## config.mk

```make
export PLATFORM = sky130hd
export DESIGN_NAME = pmcg_top
export DESIGN_NICKNAME = d
export VERILOG_FILES = /design/src/logic/pmcg_top.v
export VERILOG_INCLUDE_DIRS = /design/src /design/src/logic
export SDC_FILE = /design/constraint.sdc
export NUM_CORES = 1
export LEC_CHECK = 0
export ABC_AREA = 1
export BUFFER_PORTS_ARGS = -buffer_cell sky130_fd_sc_hd__clkbuf_2
export CAP_MARGIN = 10
export CORE_UTILIZATION = 40
export CTS_CLUSTER_DIAMETER = 80
export DETAILED_ROUTE_END_ITERATION = 8
export HOLD_SLACK_MARGIN = 0.05
export PLACE_DENSITY_LB_ADDON = 0.1
export SETUP_SLACK_MARGIN = 0.5
export SLEW_MARGIN = 10
export SYNTH_ARGS = -nofsm -noshare
export SYNTH_HDL_FRONTEND = slang
export SYNTH_SLANG_ARGS = --single-unit
```

## constraint.sdc

```tcl
create_clock -name SYS_CLK -period 1.9 [get_ports SYS_CLK]
set_input_delay 0.285 -clock SYS_CLK [delete_from_list [all_inputs] [get_ports SYS_CLK]]
set_output_delay 0.285 -clock SYS_CLK [all_outputs]
set_load 0.01 [all_outputs]
```

## src/logic/pmcg_map.vh

```
// register offsets, field positions and codes for the power mode clock gating
`ifndef PMCG_MAP_VH
`define PMCG_MAP_VH
// apb register byte addresses
`define PMCG_ADDR_CLOCK_DIVIDER_CONTROL   12'h000
`define PMCG_ADDR_PWROFF   12'h004
`define PMCG_ADDR_FUNCEN   12'h008
`define PMCG_ADDR_IDLSTOP  12'h00C
`define PMCG_ADDR_CFG      12'h010
`define PMCG_ADDR_STATUS   12'h014
`define PMCG_ADDR_OSCSEL   12'h018
// clock divider control fields
`define PMCG_ROI_BIT       15
`define PMCG_RATIO_HI      14
`define PMCG_RATIO_LO      12
`define PMCG_SLOW_BIT      11
`define PMCG_CLOCK_DIVIDER_CONTROL_RST    16'h0000
// config register fields
`define PMCG_CFG_WDT_BIT   0
`define PMCG_CFG_FAIL_SAFE_CLOCK_MONITOR_BIT  1
`define PMCG_CFG_LOCK_BIT  2
`define PMCG_CFG_RST       3'h0
// number of peripheral modules
`define PMCG_NMOD          8
`define PMCG_MOD_RST       8'h00
`define PMCG_FEN_RST       8'hFF
// power save operands
`define PMCG_OP_SLEEP      1'b0
`define PMCG_OP_IDLE       1'b1
// state codes
`define PMCG_ST_RUN        2'h0
`define PMCG_ST_SLEEP      2'h1
`define PMCG_ST_IDLE       2'h2
// oscillator select reset value
`define PMCG_OSC_RST       3'h0
`endif

```

## src/logic/pmcg_top.v

```verilog
// power mode control, cpu slowdown and per-module clock gating
`timescale 1ns/1ps
`include "pmcg_map.vh"

// Function
// - sleep instruction stops system clock, on-chip oscillator and code execution
// - idle instruction stops cpu; system clock keeps peripherals running unless their stop-in-idle bit is set
// - enabled interrupt, watchdog time-out or any reset ends low-power state
// - fail-safe clock monitor is inactive during sleep
// - in sleep the low-power rc oscillator runs only if watchdog enabled
// - watchdog count is cleared before sleep is entered when enabled
// - sleep disables system-clocked peripherals; external-clock ones may run
// - waking from sleep resumes on the clock source selected at entry
// - entering idle clears the watchdog counter
// - in idle the rc oscillator runs if watchdog or monitor enabled
// - waking from idle restores cpu clock and execution immediately
// - interrupt during power-save instruction is held until entry, then wakes
// - slowdown only divides cpu clock; system and peripheral clocks unchanged
// - slowdown enable at divider bit 11 activates reduced cpu clock
// - ratio field bits 14:12 picks 1:1 to 1:128, default 1:1
// - return bit 15 set makes an interrupt restore full speed
// - power-off bit gates module clocks and blocks its register access
// - clearing function enable stops module but keeps registers usable
// - stop-in-idle bit halts that module while idle; default keep running
module pmcg_top (
    input  wire        SYS_CLK,        // system clock, 20 MHz
    input  wire        RST_N,          // synchronous reset, active low
    input  wire        PSEL,           // apb select
    input  wire        PENABLE,        // apb access phase
    input  wire        PWRITE,         // apb write
    input  wire [11:0] PADDR,          // apb byte address
    input  wire [31:0] PWDATA,         // apb write data
    output reg  [31:0] PRDATA,         // apb read data
    output reg         PREADY,         // apb ready
    output reg         PSLVERR,        // apb error, unmapped address
    input  wire        PWR_SAVE_REQ,   // power-save instruction strobe
    input  wire        PWR_SAVE_OP,    // operand: 0 sleep, 1 idle
    input  wire        IRQ_PENDING,    // an enabled interrupt is pending
    input  wire        WDT_TIMEOUT,    // watchdog time-out pulse
    input  wire        EXT_CLK_MOD,    // external clock flag, shared by all modules
    output reg         CPU_CLK_EN,     // cpu clock enable pulse
    output reg         SYS_OSC_EN,     // system oscillator running
    output reg         LOW_POWER_RC_OSCILLATOR_EN,        // low-power rc oscillator running
    output reg         FAIL_SAFE_CLOCK_MONITOR_ACTIVE,    // fail-safe monitor active
    output reg         WDT_CLEAR,      // watchdog counter clear pulse
    output reg         WAKE,           // wake-up pulse to the core
    output reg  [2:0]  ACTIVE_OSC,     // oscillator to run after wake
    output reg  [7:0]  MOD_CLK_EN,     // per-module clock enable
    output reg  [7:0]  MOD_RUN,        // per-module function running
    output reg  [7:0]  MOD_REG_EN      // per-module register access allowed
);

    reg  [15:0] clock_divider_control_reg;
    reg  [7:0]  pwroff_reg;
    reg  [7:0]  funcen_reg;
    reg  [7:0]  idlstop_reg;
    reg  [2:0]  cfg_reg;
    reg  [2:0]  oscsel_reg;
    reg  [2:0]  entry_osc_reg;
    reg  [1:0]  state_reg;
    reg  [1:0]  state_next;
    reg         slow_reg;
    reg  [6:0]  div_cnt_reg;
    reg         held_irq_reg;
    reg  [2:0]  op_sleep_rc;

    wire        wr_en  = PSEL & PENABLE & PWRITE;
    wire        rd_en  = PSEL & PENABLE & ~PWRITE;
    wire        wdt_on  = cfg_reg[`PMCG_CFG_WDT_BIT];
    wire        fail_safe_clock_monitor_on = cfg_reg[`PMCG_CFG_FAIL_SAFE_CLOCK_MONITOR_BIT];
    wire        locked  = cfg_reg[`PMCG_CFG_LOCK_BIT];
    wire [2:0]  ratio   = clock_divider_control_reg[`PMCG_RATIO_HI:`PMCG_RATIO_LO];
    wire        wake_ev = IRQ_PENDING | WDT_TIMEOUT | held_irq_reg;
    wire        mapped  = (PADDR == `PMCG_ADDR_CLOCK_DIVIDER_CONTROL) |
                          (PADDR == `PMCG_ADDR_PWROFF) |
                          (PADDR == `PMCG_ADDR_FUNCEN) |
                          (PADDR == `PMCG_ADDR_IDLSTOP) |
                          (PADDR == `PMCG_ADDR_CFG) |
                          (PADDR == `PMCG_ADDR_STATUS) |
                          (PADDR == `PMCG_ADDR_OSCSEL);

    // divide mask: code n gives period 2^n
    wire [6:0]  div_mask = (7'h01 << ratio) - 7'h01;
    wire        div_tick = ((div_cnt_reg & div_mask) == 7'h00);

    // register writes
    always @(posedge SYS_CLK) begin
        if (!RST_N) begin
            clock_divider_control_reg  <= `PMCG_CLOCK_DIVIDER_CONTROL_RST;
            pwroff_reg  <= `PMCG_MOD_RST;
            funcen_reg  <= `PMCG_FEN_RST;
            idlstop_reg <= `PMCG_MOD_RST;
            cfg_reg     <= `PMCG_CFG_RST;
            oscsel_reg  <= `PMCG_OSC_RST;
        end else if (wr_en) begin
            case (PADDR)
            `PMCG_ADDR_CLOCK_DIVIDER_CONTROL:  clock_divider_control_reg  <= PWDATA[15:0];
            `PMCG_ADDR_PWROFF:  pwroff_reg  <= PWDATA[7:0];
            `PMCG_ADDR_FUNCEN:  funcen_reg  <= PWDATA[7:0];
            `PMCG_ADDR_IDLSTOP: idlstop_reg <= PWDATA[7:0];
            `PMCG_ADDR_CFG:     cfg_reg     <= PWDATA[2:0];
            `PMCG_ADDR_OSCSEL: begin
                if (!locked) begin
                    oscsel_reg <= PWDATA[2:0];
                end
            end
            default: begin
            end
            endcase
        end
    end

    // apb answer, zero wait states
    always @(posedge SYS_CLK) begin
        if (!RST_N) begin
            PRDATA  <= 32'h0000_0000;
            PREADY  <= 1'b0;
            PSLVERR <= 1'b0;
        end else begin
            PREADY  <= PSEL & ~PENABLE;
            PSLVERR <= PSEL & ~PENABLE & ~mapped;
            if (PSEL & ~PENABLE & ~PWRITE) begin
                case (PADDR)
                `PMCG_ADDR_CLOCK_DIVIDER_CONTROL:  PRDATA <= {16'h0000, clock_divider_control_reg};
                `PMCG_ADDR_PWROFF:  PRDATA <= {24'h000000, pwroff_reg};
                `PMCG_ADDR_FUNCEN:  PRDATA <= {24'h000000, funcen_reg};
                `PMCG_ADDR_IDLSTOP: PRDATA <= {24'h000000, idlstop_reg};
                `PMCG_ADDR_CFG:     PRDATA <= {29'h00000000, cfg_reg};
                `PMCG_ADDR_STATUS:  PRDATA <= {27'h0000000, slow_reg,
                                               op_sleep_rc[0], state_reg,
                                               held_irq_reg};
                `PMCG_ADDR_OSCSEL:  PRDATA <= {29'h00000000, oscsel_reg};
                default:            PRDATA <= 32'h0000_0000;
                endcase
            end
        end
    end

    // power state machine
    always @* begin
        state_next = state_reg;
        case (state_reg)
        `PMCG_ST_RUN: begin
            if (PWR_SAVE_REQ && PWR_SAVE_OP == `PMCG_OP_SLEEP) begin
                state_next = `PMCG_ST_SLEEP;
            end else if (PWR_SAVE_REQ) begin
                state_next = `PMCG_ST_IDLE;
            end
        end
        `PMCG_ST_SLEEP, `PMCG_ST_IDLE: begin
            if (wake_ev) begin
                state_next = `PMCG_ST_RUN;
            end
        end
        default: state_next = `PMCG_ST_RUN;
        endcase
    end

    always @(posedge SYS_CLK) begin
        if (!RST_N) begin
            state_reg     <= `PMCG_ST_RUN;
            held_irq_reg  <= 1'b0;
            entry_osc_reg <= `PMCG_OSC_RST;
            op_sleep_rc   <= 3'h0;
            WAKE          <= 1'b0;
            WDT_CLEAR     <= 1'b0;
        end else begin
            state_reg <= state_next;
            // irq with the instruction is held until entry completes
            held_irq_reg <= (state_reg == `PMCG_ST_RUN) & PWR_SAVE_REQ &
                            IRQ_PENDING;
            op_sleep_rc  <= {2'h0, state_reg == `PMCG_ST_SLEEP};
            WAKE <= (state_reg != `PMCG_ST_RUN) &
                    (state_next == `PMCG_ST_RUN);
            // watchdog cleared on entry to idle, and to sleep only when enabled
            WDT_CLEAR <= (state_reg == `PMCG_ST_RUN) & PWR_SAVE_REQ &
                         (wdt_on | PWR_SAVE_OP == `PMCG_OP_IDLE);
            if (state_reg == `PMCG_ST_RUN && state_next == `PMCG_ST_SLEEP) begin
                entry_osc_reg <= oscsel_reg;
            end
        end
    end

    // cpu slowdown: interrupt may restore full speed
    always @(posedge SYS_CLK) begin
        if (!RST_N) begin
            slow_reg    <= 1'b0;
            div_cnt_reg <= 7'h00;
        end else begin
            div_cnt_reg <= div_cnt_reg + 7'h01;
            if (clock_divider_control_reg[`PMCG_ROI_BIT] && IRQ_PENDING) begin
                slow_reg <= 1'b0;
            end else begin
                slow_reg <= clock_divider_control_reg[`PMCG_SLOW_BIT];
            end
        end
    end

    // roi write-back handled by slow flag; clock and oscillator outputs
    always @(posedge SYS_CLK) begin
        if (!RST_N) begin
            CPU_CLK_EN  <= 1'b0;
            SYS_OSC_EN  <= 1'b1;
            LOW_POWER_RC_OSCILLATOR_EN     <= 1'b0;
            FAIL_SAFE_CLOCK_MONITOR_ACTIVE <= 1'b0;
            ACTIVE_OSC  <= `PMCG_OSC_RST;
        end else begin
            CPU_CLK_EN  <= (state_next == `PMCG_ST_RUN) &
                           (~slow_reg | div_tick);
            SYS_OSC_EN  <= (state_next != `PMCG_ST_SLEEP);
            FAIL_SAFE_CLOCK_MONITOR_ACTIVE <= fail_safe_clock_monitor_on &
                           (state_next != `PMCG_ST_SLEEP);
            case (state_next)
            `PMCG_ST_SLEEP: LOW_POWER_RC_OSCILLATOR_EN <= wdt_on;
            `PMCG_ST_IDLE:  LOW_POWER_RC_OSCILLATOR_EN <= wdt_on | fail_safe_clock_monitor_on;
            default:        LOW_POWER_RC_OSCILLATOR_EN <= wdt_on | fail_safe_clock_monitor_on;
            endcase
            ACTIVE_OSC  <= (state_reg == `PMCG_ST_SLEEP) ?
                           entry_osc_reg : oscsel_reg;
        end
    end

    // per-module gating
    genvar m;
    generate
        for (m = 0; m < `PMCG_NMOD; m = m + 1) begin : g_mod
            always @(posedge SYS_CLK) begin
                if (!RST_N) begin
                    MOD_CLK_EN[m] <= 1'b1;
                    MOD_RUN[m]    <= 1'b0;
                    MOD_REG_EN[m] <= 1'b1;
                end else begin
                    MOD_CLK_EN[m] <= ~pwroff_reg[m] &
                        ~((state_next == `PMCG_ST_SLEEP) & ~EXT_CLK_MOD) &
                        ~((state_next == `PMCG_ST_IDLE) & idlstop_reg[m]);
                    MOD_RUN[m]    <= ~pwroff_reg[m] & funcen_reg[m] &
                        ~((state_next == `PMCG_ST_SLEEP) & ~EXT_CLK_MOD) &
                        ~((state_next == `PMCG_ST_IDLE) & idlstop_reg[m]);
                    MOD_REG_EN[m] <= ~pwroff_reg[m];
                end
            end
        end
    endgenerate

endmodule

```

* Word-level counts from Yosys, hierarchy flattened
Index checks and enable logic that the tools add are counted.
** Word-level totals
- Input port bits :: 54
- Logic and storage cells :: 180
- Flip-flop bits (word level) :: 128
- Output and inout port bits :: 67
** Operators by class
- Bitwise operators :: 97
- Reduce and logical (&&, ||, !) cells :: 16
- Multiplexer cells :: 7
- Add/sub/neg operators :: 2
- Shifts and indexed selects :: 1
- Eq/ne operators :: 11
** Operator list (number)
- 16-bit case mux with 7 select lines :: 1
- 1-bit AND :: 60
- 12-bit by 5-bit == test with 1-bit output, second input constant :: 3
- 1-bit NOT :: 25
- 12-bit by 4-bit == test with 1-bit output, second input constant :: 2
- 12-bit by 3-bit == test with 1-bit output, second input constant :: 1
- 12-bit zero test :: 1
- 1-bit OR :: 11
- 2-bit AND reduction :: 5
- 7-bit by 1-bit adder with 7-bit output, second input constant :: 1
- 7-bit AND :: 1
- 7-bit zero test :: 1
- 1-bit by 3-bit << shifter with 7-bit output, first input constant :: 1
- 7-bit by 1-bit subtractor with 7-bit output, second input constant :: 1
- 2-bit two-way mux :: 3
- 2-bit by 1-bit == test with 1-bit output, second input constant :: 2
- 2-bit == test, second input constant :: 2
- 2-bit zero test :: 2
- 2-bit case mux with 2 select lines :: 1
- 2-bit OR reduction :: 2
- 1-bit logical AND :: 3
- 3-bit two-way mux :: 1
- 3-bit AND reduction :: 1
- 2-bit by 1-bit != test with 1-bit output, second input constant :: 1
- other kinds (2) :: 2

* Longest topological paths before layout
Gate-level depths: netlist of run 1.
- Depth after elaboration :: 9
- Mapped depth :: 10
- Mapped depth without buffers :: 10

* Worst setup path before layout of run 1
OpenSTA, ideal clock, no wires.
- Path type :: reg2reg
- From :: reg state_reg[0]
- To :: reg MOD_CLK_EN[3]
- Setup time :: 126 ps
- Arrival time :: 1408 ps
- Buffers on the path :: 1
- Path slack :: 367 ps
- Required time :: 1774 ps
- Stages on the path, launching flop included :: 10
- Clock period less this slack :: 1533 ps
- Cells stage by stage :: dfxtp_1 -> inv_1 -> ha_1 -> buf_2 -> o211ai_1 -> nand2_1 -> nor2_4 -> nand2_2 -> nand3_1 -> nand2_1
** Between the ends
- Longest elaborated chain between the ends :: 8
- Elaborated cells on any way between the ends :: 16
- Those cells by class :: eq/ne (4); mux (4); bitwise (6); reduce/logical (2)
** Ends and longest elaborated chain
- start, declared :: RTL line pmcg_top.v:60 : reg [1:0] state_reg;
- start signal, assigned :: RTL line pmcg_top.v:161 : state_reg <= `PMCG_ST_RUN;
- start signal, assigned :: RTL line pmcg_top.v:168 : state_reg <= state_next;
- 2-bit by 1-bit == test with 1-bit output (tied with other cells) :: RTL line pmcg_top.v:142 : case (state_reg)
- 2-bit OR reduction / 2-bit two-way mux (equally long branches) :: RTL line pmcg_top.v:142, pmcg_top.v:144
- 2-bit case mux with 2 select lines (*) :: RTL line pmcg_top.v:142
- 2-bit by 1-bit == test with 1-bit output
- 1-bit AND :: RTL line pmcg_top.v:234 : ~((state_next == `PMCG_ST_SLEEP) & ~EXT_CLK_MOD) &
- 1-bit NOT :: RTL line pmcg_top.v:234
- 1-bit AND :: RTL line pmcg_top.v:233 : MOD_CLK_EN[m] <= ~pwroff_reg[m] &
- 1-bit AND (*) :: RTL line pmcg_top.v:233
- end signal, assigned by index :: RTL line pmcg_top.v:233
- end, declared :: RTL line pmcg_top.v:48 : output reg [7:0] MOD_CLK_EN,
Mark *: on every way between the ends. The rest lies on a longest branch, timed or not.
A chain may end at the register's enable or synchronous reset.

* Final worst setup path of run 1
- From :: reg state_reg[0]
- To :: reg MOD_CLK_EN[5]
Same word-level chain as after synthesis.

==> results of run 1 <==
-- worst min path at each step --
| stage | start | end | slack [ns] | cells past startpoint |
|---|---|---|---|---|
| finish | PWR_SAVE_OP | WDT_CLEAR | 0.17 | 3 |
| global route | IRQ_PENDING | slow_reg | 0.18 | 2 |
| detailed placement | pwroff_reg[2] | MOD_REG_EN[2] | 0.41 | 1 |
| global placement | pwroff_reg[2] | MOD_REG_EN[2] | 0.41 | 1 |
| floorplan | pwroff_reg[2] | MOD_REG_EN[2] | 0.37 | 1 |
| CTS | PWR_SAVE_OP | WDT_CLEAR | 0.17 | 3 |
-- layout make-up --
cell class	count	share of cell area, %
sequential	112	38.8
multi-input combinational	413	37.6
inverter	65	4.29
clock inverter	5	1.10
tap	143	3.08
clock buffer	10	4.12
timing repair buffer	110	11.0
-- critical path, delay by kind of cell (launching register included) --
kind | cells | cell delay, ns
simple gates | 7 | 0.72
fa+ha+maj | 1 | 0.25
flops | 1 | 0.37
buf+inv | 1 | 0.04
-- power by group --
group	internal [W]	switching, W	total [W]
Combinational	0.000166	0.000272	0.000439
Sequential	0.00240	0.0000205	0.00242
Clock	0.00107	0.000866	0.00193
Total	0.00363	0.00116	0.00479
-- metrics by stage --
stage / total power [W] / hold slack (ns) / setup WS, ns / area [sq um]
after global routing: 0.00500 / 0.179 / 0.316 / 5800
after global placement: 0.00285 / 0.406 / 0.232 / 5330
after CTS: 0.00484 / 0.171 / 0.395 / 5770
final: 0.00479 / 0.174 / 0.396 / 5800
after floorplan: 0.00273 / 0.371 / 0.431 / 4900
after detailed placement: 0.00286 / 0.407 / 0.129 / 5330
-- synthesized netlist by cell type (5+ instances only) --
master | instances | area share [%]
dfxtp_1 | 112 | 47
nand2_1 | 109 | 8.6
nand3_1 | 72 | 7.5
inv_1 | 62 | 4.9
a21oi_1 | 61 | 6.4
nor2_1 | 51 | 4.0
o21ai_0 | 41 | 4.3
buf_4 | 20 | 3.1
clkbuf_1 | 12 | 0.94
o211ai_1 | 10 | 1.6
nand4_1 | 7 | 0.92
nor2_4 | 6 | 1.4
buf_6 | 5 | 1.2
ha_1 | 5 | 1.3
-- metal layers --
layer  vias up  track usage, %  share of wire [%]
met1      1902            26.6                 48
met2        92            30.9                 45
li1       2178               -                  -
met5         -               0                  0
met4         0            7.93                1.1
met3         8            4.37                5.3
-- cell families after synthesis --
logic type,after synthesis
DFF,112
xor gates and xnor gates,1
adders and majority gates,5
and+or+nand+nor,265
AOI/OAI and AO/OA,126
other,1
buffers and inverters,106
-- what timing repair did --
item | CTS | global route
endpoints found under the hold margin | 0 | 0
resized for setup | 19 | 4
setup buffers | 9 | 3
pin swaps | 13 | 9
endpoints found under the setup margin | 25 | 33
==> impl_metrics.py, run 1 <==
metrics = {
    "final_layout": {
        "stdcell_count": 858,
        "mostFrequentLayoutCells": "dfxtp_1, nand2_1, clkbuf_2",
        "layout_commonest_cell": "dfxtp_1",
        "fill_cells": 1158,
        "final_layout_size_suffix_gt1_share_pct": 25.3,
        "fin_nets": 770,
        "fin_util_pct": 50.4,
        "n_antenna_cell": 0,
        "syn2layout_area_growth_pct": 21.6,
        "regArea_sq_um": 2250,
        "multi_input_area_sq_um": 2180,
    },
    "logic_synthesis": {
        "synth_compound_area_share_pct": 14.4,
        "synth_xor_xnor_area_share_pct": 0.183,
        "synth_fa_ha_area_share_pct": 1.31,
        "syn_inst": 616,
        "async_reset_ff_share_pct": 0,
        "ys_ff_latch": 112,
        "synth_edf_count": 0,
        "ys_seq_area_share_pct": 47.0,
        "syn_area_sq_um": 4770,
        "synth_mux_area_share_pct": 0,
        "syn_area_per_cell_sq_um": 7.75,
        "yosys.cell_types.count": 33,
        "synth_flop_cell": "dfxtp_1",
        "yosys_warnings": 0,
        "synth_simple_gate_area_share_pct": 26.2,
        "synth_top_family_by_area": "simple AND/OR/NAND/NOR gates",
    },
    "hold_path": {
        "holdCritPathClass": "in2reg",
    },
    "clock_tree": {
        "h-tree-depth": 3,
        "clock_sinks": 112,
        "clk_latency_ns": 0.35,
        "numCtsBuffers": 9,
        "clk_pin_slew_ns": 0.08,
        "cts_tree": "done",
        "clk_path_buf_depth": 2,
        "cts_hold_buf": 0,
        "clockRootBuffer": "clkbuf_16",
    },
    "floorplan": {
        "start_util_pct": 41.4,
        "die_x_um": 111,
        "die_h_um": 111,
        "rows": 39,
        "dieArea_sq_um": 12400,
        "pin_count": 121,
        "core_area_sq_um": 11500,
    },
    "worst_setup_path": {
        "crit_end": "MOD_CLK_EN[5]",
        "crit_chain": "inv_4, ha_4, nand3_2, nand2_2, nand2_4, nor2_4, nand2_4, nand3_2, nand2_1",
        "reg2reg_to": "MOD_CLK_EN[5]",
        "endpoint_kind": "register",
        "critPathKind": "reg2reg",
        "r2r-start": "state_reg[0]",
        "start_kind": "register",
        "reg2reg_slack_ns": 0.40,
        "cp_slowest_cell": "dfxtp_4",
        "crit_path_start": "state_reg[0]",
        "crit_arrival_ns": 1.74,
        "max_stage_delay_ns": 0.37,
        "cp_max_fo": 8,
        "required_ns": 2.14,
        "r2r_cells": 9,
    },
    "drt": {
        "drtAntennaViolNets": 0,
        "vias_per_cell": 4.87,
        "vias": 4180,
        "drcViolationCount": 15,
        "wl_per_cell_um": 13.5,
        "wirelength_mm": 11.6,
        "dr.pass1.iters": 6,
        "drt_iter0_drc": 220,
    },
    "sta": {
        "min_period_over_period_pct": 79.2,
        "finalSetupTns_ns": 0,
        "finalSetupViolations": 0,
        "skew_ns": 0.0125,
        "rsz0062_at_grt": "yes",
        "final_hold_viol_count": 0,
        "max_freq_mhz": 665,
        "min_period_ns": 1.50,
        "drv_slew": 0,
    },
    "status": {
        "failed_checks": "design-rule violations",
        "outcome": "complete, but fails checks",
    },
    "grt": {
        "grt_pass1_vias": 3841,
        "antenna_found_initial": 0,
        "grt_max_degree": 42,
        "overflow": 0,
        "track_usage_pct": 19.8,
        "grt_pass1_wl_mm": 19.4,
    },
    "place": {
        "dpl.hpwl_mm": 8.51,
        "io_buffers": 88,
        "dp_cells": 831,
        "place_congestion": 0.815,
    },
    "power": {
        "power_density_nw_per_um2": 825,
        "p_leak_nw": 2.66,
        "vdd_drop_max_mv": 0.351,
    },
    "run": {
        "maxCapViolCount": 0,
    },
}
Note: power is estimated with default switching activity, not from simulation.
==> inputs of run 2 (changes only) <==
Settings changed: ABC_AREA 1 to 0.
Clock period 1.9 ns to 1.45 ns, I/O delays scaled along.
==> impl_metrics.py, run 2 <==
metrics = {
    "sta": {
        "setup_slack_ns": -0.531,
        "finalSetupViolations": 56,
        "max_freq_mhz": 505,
        "min_period_over_period_pct": 137,
        "skew_ns": 0.00792,
        "rsz0062_at_grt": "yes",
        "whs_ns": 0.0976,
        "min_period_ns": 1.98,
        "final_hold_viol_count": 0,
        "drv_slew": 0,
    },
    "drt": {
        "wl_per_cell_um": 17.0,
        "wirelength_mm": 14.4,
        "dr.pass1.iters": 9,
        "vias": 4434,
        "drcViolationCount": 8,
        "vias_per_cell": 5.25,
        "drt_iter0_drc": 254,
        "drtAntennaViolNets": 0,
    },
    "grt": {
        "antenna_found_initial": 0,
        "track_usage_pct": 23.2,
        "grt_pass1_vias": 4228,
        "grt_pass1_wl_mm": 22.7,
        "overflow": 0,
        "grt_max_degree": 29,
    },
    "clock_tree": {
        "clk_pin_slew_ns": 0.07,
        "clock_sinks": 112,
        "h-tree-depth": 3,
        "clk_latency_ns": 0.35,
        "clockRootBuffer": "clkbuf_16",
        "clk_path_buf_depth": 2,
        "cts_tree": "done",
        "cts_hold_buf": 0,
        "numCtsBuffers": 9,
    },
    "worst_setup_path": {
        "endpoint_kind": "register",
        "max_stage_delay_ns": 0.49,
        "required_ns": 1.68,
        "cp_max_fo": 16,
        "crit_chain": "inv_4, ha_4, or4b_4, a21oi_4, a21oi_4, buf_12, a2111oi_2",
        "cpMostUsedCell": "a21oi_4",
        "reg2reg_to": "MOD_RUN[3]",
        "critPathKind": "reg2reg",
        "reg2reg_slack_ns": -0.53,
        "r2r-start": "state_reg[1]",
        "cp_slowest_cell": "or4b_4",
        "start_kind": "register",
        "crit_arrival_ns": 2.22,
        "crit_path_start": "state_reg[1]",
        "r2r_cells": 7,
    },
    "final_layout": {
        "fin_nets": 757,
        "final_layout_size_suffix_gt1_share_pct": 54.4,
        "layout_commonest_cell": "dfxtp_1",
        "fill_cells": 924,
        "fin_util_pct": 64.7,
        "mostFrequentLayoutCells": "dfxtp_1, buf_4, buf_6",
        "final_cell_area_sq_um": 7510,
        "n_antenna_cell": 0,
        "syn2layout_area_growth_pct": 54.7,
    },
    "power": {
        "comb_power_share_pct": 12.7,
        "p_seq_share_pct": 49.8,
        "p_leak_nw": 3.08,
        "p_int_w": 0.00473,
        "power_density_nw_per_um2": 846,
        "swShare_pct": 25.5,
        "vdd_drop_max_mv": 0.507,
        "p_switching_w": 0.00162,
        "power_frac_clock_pct": 37.5,
    },
    "logic_synthesis": {
        "synth_top_area_share_pct": 46.2,
        "yosys-top-cells-count": "dfxtp_1, nand2_1, nor2_1",
        "syn_area_sq_um": 4860,
        "ys_seq_area_share_pct": 46.2,
        "syn_area_per_cell_sq_um": 9.18,
        "yosysTopAreaCell": "dfxtp_1",
        "syn_inst": 529,
        "async_reset_ff_share_pct": 0,
        "ys_ff_latch": 112,
        "yosysMostFrequentCell": "dfxtp_1",
        "synthTopCellsByArea": "dfxtp_1, mux2i_1, nand2_1, nand3_1, nor2_1",
        "yosys.cell_types.count": 61,
        "synth_edf_count": 0,
        "synth_flop_cell": "dfxtp_1",
        "yosys_warnings": 0,
    },
    "run": {
        "maxCapViolCount": 0,
    },
    "hold_path": {
        "holdCritPathClass": "in2reg",
        "worstHoldStart": "PWDATA[8]",
        "hold_path_depth": 3,
        "hold_end": "clock_divider_control_reg[8]",
    },
    "floorplan": {
        "pin_count": 121,
        "die_h_um": 112,
        "dieArea_sq_um": 12600,
        "rows": 39,
        "core_area_sq_um": 11600,
        "die_x_um": 112,
        "start_util_pct": 41.8,
    },
    "place": {
        "placed_cell_area_sq_um": 6030,
        "io_buffers": 88,
        "dpl.hpwl_mm": 9.93,
        "place_congestion": 0.869,
    },
    "status": {
        "outcome": "complete, but fails checks",
        "failed_checks": "design-rule violations, negative setup slack",
    },
}
run 2: cell count changes after synthesis, sizes merged, moves of 14 or more:
cell,previous run,this run
a21oi,64,31
nand2,115,65
and2,0,14
o21ai,47,18
nor2,62,46
mux2i,0,26
inv,65,28
nand3,74,38
run 2: power by group through the flow:
stage	Combinational (W)	Clock, W	Sequential, W
3_5_place_dp	0.000631	0	0.00323
6_report	0.000809	0.00238	0.00316
2_1_floorplan	0.000328	0	0.00324
5_1_grt	0.000861	0.00258	0.00317
3_3_place_gp	0.000622	0	0.00323
4_1_cts	0.000710	0.00242	0.00316
run 2: cell type report:
class	count	area, sq um	area share [%]
Clock buffer	10	239	3.18
Clock inverter	5	38.8	0.516
Inverter	28	110	1.47
Multi-Input combinational cell	359	2970	39.5
Sequential cell	112	2300	30.6
Tap cell	143	179	2.38
Timing Repair Buffer	188	1680	22.3
run 2: through the flow:
| step | setup WS, ns | total power, W | TNS, ns | instances |
|---|---|---|---|---|
| after detailed placement | -0.598 | 0.00386 | -31.03 | 801 |
| after global routing | -0.590 | 0.00661 | -16.99 | 845 |
| after floorplan | -0.475 | 0.00357 | -14.93 | 544 |
| after global placement | -0.492 | 0.00385 | -27.94 | 801 |
| after CTS | -0.522 | 0.00628 | -11.73 | 837 |
| final | -0.531 | 0.00635 | -13.13 | 845 |
run 2: cell families (layout without fill, tap and decap cells):
kind of cell	Yosys count	after routing	synth area share (%)
flip-flops	112	112	46.2
multiplexers	36	36	8.37
AO/OA/AOI/OAI	96	96	14.1
XOR/XNOR	5	5	0.902
buffers and inverters	73	231	7.68
AND/OR/NAND/NOR	201	201	21.4
adder cells (fa/ha/maj)	5	5	1.29
other	1	16	0.0772
run 2: repair_timing:
action                                  4_1_cts  5_1_grt
endpoints found under the setup margin      151      151
pin swaps                                    56       34
resized for setup                           139      144
gates cloned                                  2        1
setup buffers                                19        7
run 2: layer usage:
layer	vias up	global-route usage, %	share of wire [%]
met5	-	0	0
met4	0	7.91	1.9
met3	22	3.78	4.6
met2	131	37.1	48
met1	2114	32.0	46
li1	2167	-	-
run 2: worst max path at each step:
stage                         end
floorplan           MOD_CLK_EN[0]
detailed placement     MOD_RUN[4]
global route           MOD_RUN[1]
finish                 MOD_RUN[3]
global placement       MOD_RUN[4]
CTS                    MOD_RUN[6]
run 2: worst max-delay path, delay by kind of cell (launching register included):
family | cells | cell delay (ns)
AO/OA/AOI/OAI | 3 | 0.56
adder cells (fa/ha/maj) | 1 | 0.25
buffers and inverters | 2 | 0.20
flip-flops | 1 | 0.36
AND/OR/NAND/NOR | 1 | 0.49
==> inputs of run 3 (changes only) <==
Settings changed: PLACE_DENSITY_LB_ADDON 0.1 to not set, SETUP_SLACK_MARGIN 0.5 to not set.
==> impl_metrics.py, run 3 (synthesis gave the netlist of run 2 again) <==
metrics = {
    "place": {
        "io_buffers": 88,
        "dpl.hpwl_mm": 9.57,
        "place_congestion": 0.814,
        "place_ws_ns": -0.585,
    },
    "floorplan": {
        "rows": 39,
        "dieArea_sq_um": 12600,
        "core_area_sq_um": 11600,
        "start_util_pct": 41.8,
        "die_h_um": 112,
        "die_x_um": 112,
        "pin_count": 121,
    },
    "final_layout": {
        "layout_commonest_cell": "dfxtp_1",
        "fin_util_pct": 57.6,
        "syn2layout_area_growth_pct": 37.7,
        "fin_nets": 733,
        "final_layout_size_suffix_gt1_share_pct": 39.9,
        "mostFrequentLayoutCells": "dfxtp_1, clkbuf_2, buf_4",
        "n_antenna_cell": 0,
    },
    "sta": {
        "min_period_over_period_pct": 140,
        "finalSetupTns_ns": -11.25,
        "final_hold_viol_count": 0,
        "finalSetupViolations": 36,
        "setup_slack_ns": -0.576,
        "rsz0062_at_grt": "yes",
        "skew_ns": 0.00658,
        "min_period_ns": 2.03,
        "drv_slew": 0,
        "max_freq_mhz": 494,
    },
    "worst_setup_path": {
        "crit_path_start": "state_reg[1]",
        "crit_arrival_ns": 2.24,
        "reg2reg_slack_ns": -0.58,
        "cp_max_fo": 16,
        "reg2reg_to": "MOD_CLK_EN[3]",
        "critPathKind": "reg2reg",
        "required_ns": 1.66,
        "r2r-start": "state_reg[1]",
        "endpoint_kind": "register",
        "start_kind": "register",
        "r2r_cells": 8,
    },
    "grt": {
        "grt_pass1_wl_mm": 21.0,
        "track_usage_pct": 21.3,
        "antenna_found_initial": 0,
        "grt_max_degree": 37,
        "overflow": 0,
        "grt_pass1_vias": 4251,
    },
    "clock_tree": {
        "clk_latency_ns": 0.35,
        "clockRootBuffer": "clkbuf_16",
        "clock_sinks": 112,
        "clk_pin_slew_ns": 0.07,
        "numCtsBuffers": 9,
        "h-tree-depth": 3,
        "clk_path_buf_depth": 2,
        "cts_tree": "done",
    },
    "power": {
        "p_leak_nw": 2.76,
        "power_density_nw_per_um2": 982,
        "vdd_drop_max_mv": 0.445,
        "power_w": 0.00657,
    },
    "drt": {
        "wl_per_cell_um": 16.0,
        "vias_per_cell": 5.16,
        "drt_iter0_drc": 209,
        "drtAntennaViolNets": 0,
        "vias": 4238,
        "wirelength_mm": 13.2,
        "drcViolationCount": 6,
        "dr.pass1.iters": 7,
    },
    "hold_path": {
        "hold_path_depth": 3,
        "holdCritPathClass": "in2reg",
        "hold_end": "clock_divider_control_reg[13]",
        "worstHoldStart": "PWDATA[13]",
    },
    "status": {
        "outcome": "complete, but fails checks",
        "failed_checks": "design-rule violations, negative setup slack",
    },
    "run": {
        "maxCapViolCount": 0,
    },
}
[run 3: cell count changes in the layout (fill, tap and decap cells not counted), moves of 18 or more]
cell / before / now
clkbuf_2: 33 / 83
buf_6: 56 / 8
dfxtp_1: 73 / 110
dfxtp_2: 35 / 0
nand2_4: 22 / 2
buf_2: 19 / 0
nand2_1: 28 / 46
[run 3: how the worst max path moves through the flow]
| stage | to | cells after the start | slack, ns |
|---|---|---|---|
| final | MOD_CLK_EN[3] | 8 | -0.58 |
| after global routing | MOD_CLK_EN[7] | 8 | -0.65 |
| after CTS | MOD_RUN[2] | 7 | -0.55 |
| after detailed placement | MOD_RUN[3] | 7 | -0.58 |
| after global placement | MOD_CLK_EN[0] | 7 | -0.49 |
| after floorplan | MOD_CLK_EN[0] | 8 | -0.48 |
[run 3: area by class of cell]
type,count,area (sq um)
clock buffers,9,225
well taps,143,179
repair buffers,164,1170
fillers,1008,4920
clock inverters,7,103
multi-input cells,359,2660
flip-flops and latches,112,2250
inverters,28,110
[run 3: repair_timing]
action	4_1_cts	5_1_grt
endpoints found under the setup margin	59	76
cloned	0	1
pin swaps	6	16
setup buffers	2	3
gates resized for setup	26	43
hold buffers	0	0
[run 3: per-layer routing]
metal	part of all wire, %	wire, um	vias to the layer above	global-route usage, %
li1	-	-	2115	-
met1	45	5970	1975	27.5
met2	48	6310	132	35.2
met3	5.3	693	16	4.48
met4	1.4	180	0	7.38
met5	0	0	-	0
[run 3: where the power goes]
part           total (W)  leakage, nW  internal, W  switching, W
sequential       0.00316        0.910      0.00312     0.0000320
clock            0.00269        0.158      0.00153       0.00116
combinational   0.000720         1.69     0.000323      0.000397
[run 3: stage by stage]
| step | instance area (sq um) | std cells | hold slack, ns |
|---|---|---|---|
| floorplan | 5070 | 544 | 0.302 |
| global placement | 6030 | 802 | 0.438 |
| detailed placement | 6030 | 802 | 0.442 |
| CTS | 6500 | 819 | 0.0831 |
| global route | 6690 | 822 | 0.0907 |
| finish | 6690 | 822 | 0.0937 |
[run 3: worst max-delay path, cell delays in order (launching register included)]
cell and delay, ns:
dfxtp_4 0.36, inv_4 0.04, ha_4 0.26, or4b_4 0.50
nor2_4 0.15, nand3_2 0.11, a21oi_4 0.18, buf_12 0.18
a311oi_1 0.10
